$ cat src/rtl/smtrp_pkg.sv
// package: command codes, slave address table and timing for the temperature port
package smtrp_pkg;
  // command codes of the byte registers
  localparam logic [7:0] CMD_CH1    = 8'h00;
  localparam logic [7:0] CMD_CH2    = 8'h01;
  localparam logic [7:0] CMD_OFFS   = 8'h17;
  localparam logic [7:0] CMD_CFG    = 8'h20;
  localparam logic [7:0] CMD_FRAC   = 8'h21;
  localparam logic [7:0] CFG_RST    = 8'h00;
  localparam logic [7:0] OFFS_RST   = 8'h00;
  localparam logic [7:0] TEMP_RST   = 8'h00;
  localparam logic [7:0] TEMP_MAX   = 8'hff;
  localparam int         CFG_TWO_TH = 0;
  localparam int         FRAC_BITS  = 3;
  localparam int         ADC_W      = 12;
  // smbus alert response address
  localparam logic [6:0] ARA_ADDR   = 7'h0c;
  // strap level codes from the three-level pad detectors
  localparam logic [1:0] LVL_HIGH   = 2'h2;
  localparam logic [1:0] LVL_BAD    = 2'h3;
  // nine selectable addresses, index = 3*strap_a + strap_b; values are arbitrary
  localparam logic [8:0][6:0] ADDR_TBL = {7'h4e, 7'h4d, 7'h4c, 7'h2b, 7'h2a,
                                          7'h29, 7'h1a, 7'h19, 7'h18};
  // integration time per channel
  localparam int unsigned CONV_MS   = 120;
  localparam int unsigned CLK_KHZ   = 100_000;
  localparam int unsigned CONV_CYC  = CONV_MS * CLK_KHZ;
  typedef enum logic [8:0] {
    ST_IDLE  = 9'h001,
    ST_ADDR  = 9'h002,
    ST_ACK_A = 9'h004,
    ST_CMD   = 9'h008,
    ST_ACK_C = 9'h010,
    ST_WDATA = 9'h020,
    ST_ACK_D = 9'h040,
    ST_RDATA = 9'h080,
    ST_RACK  = 9'h100
  } smtrp_st_t;
  typedef enum logic [3:0] {
    SQ_LOW  = 4'h1,
    SQ_HIGH = 4'h2,
    SQ_TH1  = 4'h4,
    SQ_TH2  = 4'h8
  } smtrp_sq_t;
endpackage

$ cat src/rtl/smtrp_top.sv
// smbus slave register port with the two-channel temperature result registers
//
// Operation
// - slave handles write byte, read byte, send byte and receive byte only
// - all visible state is byte registers chosen by the command byte
// - nine different slave addresses selectable
// - slave address comes from the two address strap inputs
// - read byte: addr+w, command, repeated start, addr+r, data, master nack, stop
// - send byte stores the command byte as the selected register
// - receive byte returns the register chosen by the last command byte
// - receive byte format returns own address on alert response query
// - channel results readable at commands 00h and 01h
// - result is unsigned, bit 0 one degree, bit 7 128 degrees
// - data bytes leave most significant bit first
// - results below zero read as 00h
// - below-zero thermistor result clamps to zero with negative offset programmed
// - local channel fraction register holds three bits, 0.5 to 0.125 degree
// - each channel integrates for about 120 ms
// - both channels convert in turn, even if one is unused
// - channels are die sensor plus thermistor, or two thermistors
// - die channel measures at low then high bias current
// - thermistor byte is resistor voltage fraction, lsb about 7.68 mV
`timescale 1ns/1ps
`default_nettype none
module smtrp_top
  import smtrp_pkg::*;
#(
  parameter int unsigned CONV_CYC_P = CONV_CYC
) (
  input  wire logic                    clk_i,
  input  wire logic                    rstn_i,
  input  wire logic                    scl_i,
  input  wire logic                    sda_i,
  output logic                         sda_o,
  output logic                         sda_oe_o,
  input  wire logic [1:0]              slave_addr_strap_a_i,
  input  wire logic [1:0]              slave_addr_strap_b_i,
  input  wire logic                    alert_pend_i,
  input  wire logic signed [ADC_W-1:0] adc_result_i,
  output logic                         adc_chan_o,
  output logic                         bias_high_o,
  output logic                         two_th_o
);
  localparam int CW = $clog2(CONV_CYC_P + 1);
  localparam logic [CW-1:0] LEN_FULL = CW'(CONV_CYC_P);
  localparam logic [CW-1:0] LEN_HALF = CW'(CONV_CYC_P / 2);

  ////////////////////////////////////////////////////////////////////////////
  // pin synchronisers; first stages feed only the second stages
  logic            scl_s1_reg, scl_s2_reg, scl_d_reg;
  logic            sda_s1_reg, sda_s2_reg, sda_d_reg;
  logic [1:0]      sa_s1_reg, sa_s2_reg, sb_s1_reg, sb_s2_reg;
  logic [1:0]      strap_cnt_reg;
  logic [6:0]      own_addr_reg;
  always_ff @(posedge clk_i or negedge rstn_i) begin
    if (!rstn_i) begin
      {scl_s1_reg, scl_s2_reg, scl_d_reg} <= 3'h7;
      {sda_s1_reg, sda_s2_reg, sda_d_reg} <= 3'h7;
      {sa_s1_reg, sa_s2_reg, sb_s1_reg, sb_s2_reg} <= 8'h00;
    end else begin
      {scl_s1_reg, scl_s2_reg, scl_d_reg} <= {scl_i, scl_s1_reg, scl_s2_reg};
      {sda_s1_reg, sda_s2_reg, sda_d_reg} <= {sda_i, sda_s1_reg, sda_s2_reg};
      {sa_s1_reg, sa_s2_reg} <= {slave_addr_strap_a_i, sa_s1_reg};
      {sb_s1_reg, sb_s2_reg} <= {slave_addr_strap_b_i, sb_s1_reg};
    end
  end

  // straps are caught once, shortly after reset release, then frozen
  wire logic [1:0] lvl_a    = (sa_s2_reg == LVL_BAD) ? LVL_HIGH : sa_s2_reg;
  wire logic [1:0] lvl_b    = (sb_s2_reg == LVL_BAD) ? LVL_HIGH : sb_s2_reg;
  wire logic [3:0] strap_ix = 4'(4'(lvl_a) * 4'd3 + 4'(lvl_b));
  always_ff @(posedge clk_i or negedge rstn_i) begin
    if (!rstn_i) begin
      strap_cnt_reg <= 2'h0;
      own_addr_reg  <= 7'h00;
    end else if (strap_cnt_reg != 2'h3) begin
      strap_cnt_reg <= strap_cnt_reg + 2'h1;
      if (strap_cnt_reg == 2'h2) own_addr_reg <= ADDR_TBL[strap_ix];
    end
  end

  ////////////////////////////////////////////////////////////////////////////
  // bus events
  wire logic scl_rise  = scl_s2_reg & ~scl_d_reg;
  wire logic scl_fall  = ~scl_s2_reg & scl_d_reg;
  wire logic bus_start = scl_s2_reg & scl_d_reg & sda_d_reg & ~sda_s2_reg;
  wire logic bus_stop  = scl_s2_reg & scl_d_reg & ~sda_d_reg & sda_s2_reg;

  smtrp_st_t   st_reg;
  logic [2:0]  cnt_reg;
  logic        full_reg, rw_reg, ara_reg, sda_oe_reg;
  logic [7:0]  rx_reg, tx_reg, cmd_reg, cfg_reg, offs_reg;
  logic [7:0]  ch1_reg, ch2_reg;
  logic [FRAC_BITS-1:0] frac_reg;

  wire logic rx_phase = (st_reg == ST_ADDR) | (st_reg == ST_CMD) | (st_reg == ST_WDATA);
  wire logic addr_hit = (rx_reg[7:1] == own_addr_reg);
  // alert query is answered only while an alert is pending, read direction only
  wire logic ara_hit  = (rx_reg[7:1] == ARA_ADDR) & rx_reg[0] & alert_pend_i;
  wire logic wr_en    = scl_fall & (st_reg == ST_WDATA) & full_reg;

  // register read selection; unmapped commands read zero
  wire logic [7:0] rd_data =
      (cmd_reg == CMD_CH1)  ? ch1_reg :
      (cmd_reg == CMD_CH2)  ? ch2_reg :
      (cmd_reg == CMD_FRAC) ? {frac_reg, {(8-FRAC_BITS){1'b0}}} :
      (cmd_reg == CMD_OFFS) ? offs_reg :
      (cmd_reg == CMD_CFG)  ? cfg_reg : 8'h00;
  wire logic [7:0] tx_load = ara_reg ? {own_addr_reg, 1'b0} : rd_data;

  ////////////////////////////////////////////////////////////////////////////
  // slave protocol: sample on scl rise, change sda after scl fall
  always_ff @(posedge clk_i or negedge rstn_i) begin
    if (!rstn_i) begin
      st_reg     <= ST_IDLE;
      cnt_reg    <= 3'h0;
      full_reg   <= 1'b0;
      rw_reg     <= 1'b0;
      ara_reg    <= 1'b0;
      sda_oe_reg <= 1'b0;
      rx_reg     <= 8'h00;
      tx_reg     <= 8'h00;
      cmd_reg    <= 8'h00;
    end else if (bus_start) begin // repeated start too
      st_reg     <= ST_ADDR;
      cnt_reg    <= 3'h0;
      full_reg   <= 1'b0;
      sda_oe_reg <= 1'b0;
    end else if (bus_stop) begin
      st_reg     <= ST_IDLE;
      sda_oe_reg <= 1'b0;
    end else if (scl_rise && rx_phase) begin
      rx_reg   <= {rx_reg[6:0], sda_s2_reg};
      cnt_reg  <= cnt_reg + 3'h1;
      full_reg <= (cnt_reg == 3'h7);
    end else if (scl_rise && st_reg == ST_RDATA) begin
      cnt_reg  <= cnt_reg + 3'h1;
      full_reg <= (cnt_reg == 3'h7);
    end else if (scl_rise && st_reg == ST_RACK) begin
      st_reg <= ST_IDLE; // one byte per read, master nack expected
    end else if (scl_fall) begin
      case (st_reg)
        ST_ADDR: if (full_reg) begin
          full_reg <= 1'b0;
          if (addr_hit || ara_hit) begin
            sda_oe_reg <= 1'b1;
            rw_reg     <= rx_reg[0];
            ara_reg    <= ara_hit & ~addr_hit;
            st_reg     <= ST_ACK_A;
          end else begin
            st_reg <= ST_IDLE;
          end
        end
        ST_ACK_A: begin
          cnt_reg <= 3'h0;
          if (rw_reg) begin // read byte tail and receive byte
            tx_reg     <= tx_load;
            sda_oe_reg <= ~tx_load[7];
            st_reg     <= ST_RDATA;
          end else begin
            sda_oe_reg <= 1'b0;
            st_reg     <= ST_CMD;
          end
        end
        ST_CMD: if (full_reg) begin
          full_reg   <= 1'b0;
          cmd_reg    <= rx_reg; // kept as selection
          sda_oe_reg <= 1'b1;
          st_reg     <= ST_ACK_C;
        end
        ST_ACK_C: begin
          cnt_reg    <= 3'h0;
          sda_oe_reg <= 1'b0;
          st_reg     <= ST_WDATA;
        end
        ST_WDATA: if (full_reg) begin
          full_reg   <= 1'b0;
          sda_oe_reg <= 1'b1;
          st_reg     <= ST_ACK_D;
        end
        ST_ACK_D: begin
          sda_oe_reg <= 1'b0;
          st_reg     <= ST_IDLE; // further bytes are not acknowledged
        end
        ST_RDATA: if (full_reg) begin
          full_reg   <= 1'b0;
          sda_oe_reg <= 1'b0;
          st_reg     <= ST_RACK;
        end else begin
          tx_reg     <= {tx_reg[6:0], 1'b0};
          sda_oe_reg <= ~tx_reg[6];
        end
        default: ;
      endcase
    end
  end

  // only offset and configuration are writable; result registers ignore writes
  always_ff @(posedge clk_i or negedge rstn_i) begin
    if (!rstn_i) begin
      cfg_reg  <= CFG_RST;
      offs_reg <= OFFS_RST;
    end else if (wr_en && cmd_reg == CMD_CFG) begin
      cfg_reg <= rx_reg;
    end else if (wr_en && cmd_reg == CMD_OFFS) begin
      offs_reg <= rx_reg;
    end
  end

  ////////////////////////////////////////////////////////////////////////////
  // conversion sequencer: runs from reset release, never pauses
  smtrp_sq_t     seq_reg;
  logic [CW-1:0] seq_cnt_reg;
  wire logic two_th    = cfg_reg[CFG_TWO_TH];
  wire logic seq_diode = (seq_reg == SQ_LOW) | (seq_reg == SQ_HIGH);
  wire logic [CW-1:0] phase_len = seq_diode ? LEN_HALF : LEN_FULL;
  wire logic phase_end = (seq_cnt_reg == phase_len - CW'(1));
  // die channel: low bias then high bias; then channel two, whatever its use
  wire smtrp_sq_t seq_after =
      (seq_reg == SQ_LOW) ? SQ_HIGH :
      (seq_reg == SQ_TH2) ? (two_th ? SQ_TH1 : SQ_LOW) :
      SQ_TH2;
  always_ff @(posedge clk_i or negedge rstn_i) begin
    if (!rstn_i) begin
      seq_reg     <= SQ_LOW;
      seq_cnt_reg <= '0;
    end else if (phase_end) begin
      seq_reg     <= seq_after;
      seq_cnt_reg <= '0;
    end else begin
      seq_cnt_reg <= seq_cnt_reg + CW'(1);
    end
  end

  // result: eighths of a degree or, for thermistors, fraction-of-reference code
  // offset applies to thermistor channels in whole lsb steps
  wire logic seq_th = (seq_reg == SQ_TH1) | (seq_reg == SQ_TH2);
  wire logic signed [13:0] adc_x  = 14'(adc_result_i);
  wire logic signed [13:0] offs_x = seq_th ? 14'(signed'({offs_reg, 3'h0})) : 14'h0000;
  wire logic signed [13:0] sum    = 14'(adc_x + offs_x);
  wire logic sum_neg = sum[13];
  wire logic sum_big = ~sum_neg & (sum[12:11] != 2'h0);
  wire logic [7:0] temp_new =
      sum_neg ? TEMP_RST :
      sum_big ? TEMP_MAX : sum[10:3];
  wire logic [FRAC_BITS-1:0] frac_new = (sum_neg | sum_big) ? '0 : sum[2:0];

  // whole byte loads in one edge; a read copies it into tx_reg at once
  always_ff @(posedge clk_i or negedge rstn_i) begin
    if (!rstn_i) begin
      ch1_reg  <= TEMP_RST;
      ch2_reg  <= TEMP_RST;
      frac_reg <= '0;
    end else if (phase_end) begin
      if (seq_reg == SQ_HIGH) begin
        ch1_reg  <= temp_new;
        frac_reg <= frac_new;
      end
      if (seq_reg == SQ_TH1) ch1_reg <= temp_new;
      if (seq_reg == SQ_TH2) ch2_reg <= temp_new;
    end
  end

  ////////////////////////////////////////////////////////////////////////////
  // outputs; sda is open drain so only the enable ever moves
  assign sda_o       = 1'b0;
  assign sda_oe_o    = sda_oe_reg;
  assign adc_chan_o  = seq_reg[3];
  assign bias_high_o = seq_reg[1];
  assign two_th_o    = cfg_reg[CFG_TWO_TH];
endmodule
`default_nettype wire

$ cat config.mk
export PLATFORM = sky130hd
export DESIGN_NAME = smtrp_top
export DESIGN_NICKNAME = d
export VERILOG_FILES = /design/src/rtl/smtrp_pkg.sv /design/src/rtl/smtrp_top.sv
export SDC_FILE = /design/constraint.sdc
export NUM_CORES = 1
export LEC_CHECK = 0
export BUFFER_PORTS_ARGS = -buffer_cell sky130_fd_sc_hd__buf_2
export CORE_MARGIN = 2
export CORE_UTILIZATION = 40
export DETAILED_ROUTE_END_ITERATION = 8
export GPL_TIMING_DRIVEN = 0
export PLACE_DENSITY_LB_ADDON = 0.08
export SLEW_MARGIN = 20
export SYNTH_ARGS = -nofsm -noshare
export SYNTH_HDL_FRONTEND = slang
export SYNTH_SLANG_ARGS = --single-unit
$ cat constraint.sdc
create_clock -name clk_i -period 3.5 [get_ports clk_i]
set_clock_uncertainty 0.2 [all_clocks]
set_input_delay 0.875 -clock clk_i [delete_from_list [all_inputs] [get_ports clk_i]]
set_output_delay 0.875 -clock clk_i [all_outputs]
set_load 0.005 [all_outputs]
==> impl_metrics.tcl <==
set metrics [dict create \
    result_of_the_run "complete, no violations" \
    drt-total-wl_um 14800 \
    grt_pass1_wl_um 24700 \
    cts_buffer_depth 2 \
    globalplace.congestion 0.843 \
    cts_buffers 17 \
    core-area_mm2 0.0159 \
    internal_power_contribution_mw 2.76 \
    synth_area_per_cell_um2 10.4 \
    worstMarginPinSlew_ns 0.940 \
    multiInputGateArea_mm2 0.00332 \
    fp.dieArea_mm2 0.0173 \
    max_fclk_ghz 0.299 \
    fin_tns_setup_ns 0 \
    port_buffers 24 \
    clock_sink_count 124 \
    detail-route-antenna-nets 0 \
    gr-total-overflow 0 \
    first_iter_violations 346 \
    starting_density_of_the_core_pct 40.9 \
    p_sw_share_pct 22.1 \
    synth_seq_cells 124 \
    syn_area_mm2 0.00650 \
    drc_errors 0 \
    clkSlewWorstSetupHoldPaths_ns 0.06 \
    synthesis.instances 622 \
    required_ns 3.61 \
    layout-drive-gt1-share_pct 19.8 \
    die_h_um 131 \
    die_w_um 131 \
    peakVddDrop_v 0.000348 \
    synth-async-reset-ratio_pct 100 \
    final_hold_viol_count 0 \
    critical_path.max_fanout 8 \
    timing.slew.headroom_pct 36.8 \
    route.vias.total 4834 \
    layout.nets 708 \
    worst_path_class_setup "reg -> reg" \
    first_global_vias 4733 \
    timing.max_cap.violations 0 \
    critPathArrivalTime_ns 3.45 \
    hold_path.class "reg -> reg" \
    fill_cells 1515 \
    detailedRoute.firstPassIterationCount 5 \
    layout.area.seq_mm2 0.00311 \
    sequentialPowerShare_pct 42.2 \
    area.growth.synth_to_final_pct 17.9 \
    critPathCaptureType "register" \
    hold-worst-slack_ns 0.146 \
    setup_violations 0 \
    tritoncts "built" \
    synth_cell_types 76 \
    dpl.hpwl_um 10600 \
    drt-vias-per-instance 5.39 \
    placed_cells_incl_taps 863 \
    synth_seq_area_share_pct 47.9 \
    post_layout_nonfiller_instances 897 \
    std_cell_rows 46 \
    htree_levels 4 \
    diodes 0 \
    power.clock.fraction_pct 53.4 \
    leakagePower_nw 3.34 \
    synth_fp_nets 662 \
    layout.core_utilization_pct 48.2 \
    floorplan.io_pins 26 \
    finalMaxSlewViolations 0 \
    grt_antenna_before_repair 0 \
    min_period_ns 3.34 \
    cp-start-kind "register" \
    grt_util_all_layers_pct 18.0 \
    power.density_cell_area_mw_per_mm2 463 \
    ys.flop_type "sky130_fd_sc_hd__dfrtp_1" \
    largest_reg_flops 24 \
    total_switching_power_mw 0.785 \
    cts_root_buffer "sky130_fd_sc_hd__clkbuf_16" \
    gate_power_share_pct 4.4 \
    ys_warns 0 \
    grt_max_degree 83 \
    clk-insertion-delay-late_ns 0.42 \
    final_min_period_over_clock_period_pct 95.5 \
    wl_per_cell_um 16.5 \
    synth_edf_count 0 \
]
==> cell usage in the layout, fill, tap and decap left out, types with 9 or more instances in the layout <==
master	count
sky130_fd_sc_hd__and2_1	9
sky130_fd_sc_hd__xor2_1	23
sky130_fd_sc_hd__ha_1	17
sky130_fd_sc_hd__a21oi_1	19
sky130_fd_sc_hd__o2bb2ai_1	16
sky130_fd_sc_hd__and3_1	9
sky130_fd_sc_hd__clkbuf_1	17
sky130_fd_sc_hd__buf_2	27
sky130_fd_sc_hd__mux2i_1	11
sky130_fd_sc_hd__dfrtp_1	116
sky130_fd_sc_hd__nor2b_1	11
sky130_fd_sc_hd__nand2_1	45
sky130_fd_sc_hd__nand3_1	19
sky130_fd_sc_hd__o21ai_0	22
sky130_fd_sc_hd__clkbuf_16	17
sky130_fd_sc_hd__nor2_1	71
sky130_fd_sc_hd__xnor2_1	16
sky130_fd_sc_hd__inv_1	11
sky130_fd_sc_hd__nor3_1	11
sky130_fd_sc_hd__mux2_2	33
sky130_fd_sc_hd__nand4_1	10
==> layer usage <==
metal	track usage, %	wire [µm]
met5	0	0
met4	5.62	194
met3	4.24	490
met2	26.9	6850
met1	25.9	7280
==> worst paths after layout <==
path                                end  depth (start not counted)    startpoint  slack (ns)
min in group asynchronous    ch2_reg[1]                          1        rstn_i        0.17
min                        sa_s2_reg[1]                          0  sa_s1_reg[1]        0.15
max reg2reg                 frac_reg[1]                         12    seq_reg[2]        0.16
min reg2reg                sa_s2_reg[1]                          0  sa_s1_reg[1]        0.15
max in group asynchronous  sa_s2_reg[1]                          2        rstn_i        2.18
max                         frac_reg[1]                         12    seq_reg[2]        0.16
==> through the flow <==
step | power [mW] | setup WS, ns | area (µm²)
6_report | 3.55 | 0.156 | 7660
3_5_place_dp | 1.68 | -0.117 | 6920
4_1_cts | 3.59 | 0.0746 | 7570
5_1_grt | 3.69 | -0.0426 | 7660
2_1_floorplan | 1.60 | 0.487 | 6500
3_3_place_gp | 1.67 | -0.233 | 6890
==> worst max-delay path, stage by stage (launching register included) <==
cell and delay, ns:
sky130_fd_sc_hd__dfrtp_1 0.32, sky130_fd_sc_hd__clkbuf_1 0.29, sky130_fd_sc_hd__xnor2_2 0.17, sky130_fd_sc_hd__nor3_4 0.09
sky130_fd_sc_hd__and2_1 0.18, sky130_fd_sc_hd__ha_1 0.22, sky130_fd_sc_hd__fa_1 0.44, sky130_fd_sc_hd__a211oi_1 0.31
sky130_fd_sc_hd__o21bai_1 0.20, sky130_fd_sc_hd__a31oi_4 0.25, sky130_fd_sc_hd__a2bb2oi_4 0.25, sky130_fd_sc_hd__nor2_2 0.08
sky130_fd_sc_hd__a22o_2 0.21
==> cell usage after synthesis (3+ instances only) <==
library cell | n | area (µm²)
sky130_fd_sc_hd__inv_1 | 11 | 41.3
sky130_fd_sc_hd__and3_1 | 9 | 56.3
sky130_fd_sc_hd__a211oi_1 | 8 | 60.1
sky130_fd_sc_hd__or2_2 | 4 | 25.0
sky130_fd_sc_hd__a21oi_1 | 19 | 95.1
sky130_fd_sc_hd__clkbuf_1 | 17 | 63.8
sky130_fd_sc_hd__o211ai_1 | 3 | 22.5
sky130_fd_sc_hd__nand3_1 | 20 | 100
sky130_fd_sc_hd__nor4b_1 | 7 | 61.3
sky130_fd_sc_hd__xnor2_1 | 17 | 149
sky130_fd_sc_hd__nor3_1 | 12 | 60.1
sky130_fd_sc_hd__ha_1 | 17 | 213
sky130_fd_sc_hd__nand4_1 | 10 | 62.6
sky130_fd_sc_hd__xor2_1 | 23 | 201
sky130_fd_sc_hd__o2bb2ai_1 | 16 | 140
sky130_fd_sc_hd__nand2b_1 | 7 | 43.8
sky130_fd_sc_hd__a221oi_1 | 4 | 35.0
sky130_fd_sc_hd__mux2i_1 | 11 | 110
sky130_fd_sc_hd__and4_1 | 4 | 35.0
sky130_fd_sc_hd__a22o_1 | 4 | 35.0
sky130_fd_sc_hd__and2_1 | 9 | 56.3
sky130_fd_sc_hd__nor2b_1 | 11 | 68.8
sky130_fd_sc_hd__nor2_1 | 71 | 267
sky130_fd_sc_hd__o221ai_1 | 5 | 43.8
sky130_fd_sc_hd__a22oi_1 | 6 | 45.0
sky130_fd_sc_hd__nand2_1 | 45 | 169
sky130_fd_sc_hd__dfrtp_1 | 116 | 2900
sky130_fd_sc_hd__dfstp_2 | 8 | 210
sky130_fd_sc_hd__o21ai_0 | 22 | 110
sky130_fd_sc_hd__nand4b_1 | 6 | 52.6
sky130_fd_sc_hd__mux2_2 | 33 | 372
sky130_fd_sc_hd__a31oi_1 | 4 | 25.0
sky130_fd_sc_hd__buf_2 | 4 | 20.0
sky130_fd_sc_hd__or3_1 | 4 | 25.0
==> layout make-up <==
| cell class | count | share of cell area, % |
|---|---|---|
| inverters | 12 | 0.588 |
| well taps | 216 | 3.53 |
| repair buffers | 26 | 2.11 |
| multi-input cells | 462 | 43.3 |
| flip-flops and latches | 124 | 40.6 |
| clock buffers | 19 | 5.91 |
| plain buffers | 25 | 1.45 |
| clock inverters | 13 | 2.47 |
==> power groups by stage <==
stage          sequential (mW)  clock, mW  combinational (mW)
6_report                  1.50       1.89               0.157
5_1_grt                   1.50       2.01               0.179
4_1_cts                   1.50       1.93               0.156
3_5_place_dp              1.52          0               0.156
3_3_place_gp              1.52          0               0.147
2_1_floorplan             1.51          0              0.0912
==> what timing repair did <==
| item | CTS | global route |
|---|---|---|
| resized for setup | 1 | 9 |
| setup buffers | 0 | 1 |
| pin swaps | 0 | 2 |
| setup endpoints to repair | 19 | 19 |
| gates cloned | 0 | 1 |
| hold buffers | 0 | 0 |
==> logic make-up (layout without fill, tap and decap cells) <==
logic type / after synthesis / count (layout) / synth area share, %
AO/OA/AOI/OAI: 116 / 117 / 12.9
other: 1 / 1 / 0.0577
multiplexers: 45 / 45 / 7.64
AND/OR/NAND/NOR: 240 / 240 / 19.8
buffers and inverters: 37 / 95 / 2.41
flip-flops: 124 / 124 / 47.9
adder cells (fa/ha/maj): 19 / 19 / 3.89
XOR/XNOR: 40 / 40 / 5.39
Power figures use the tool's default switching activity.
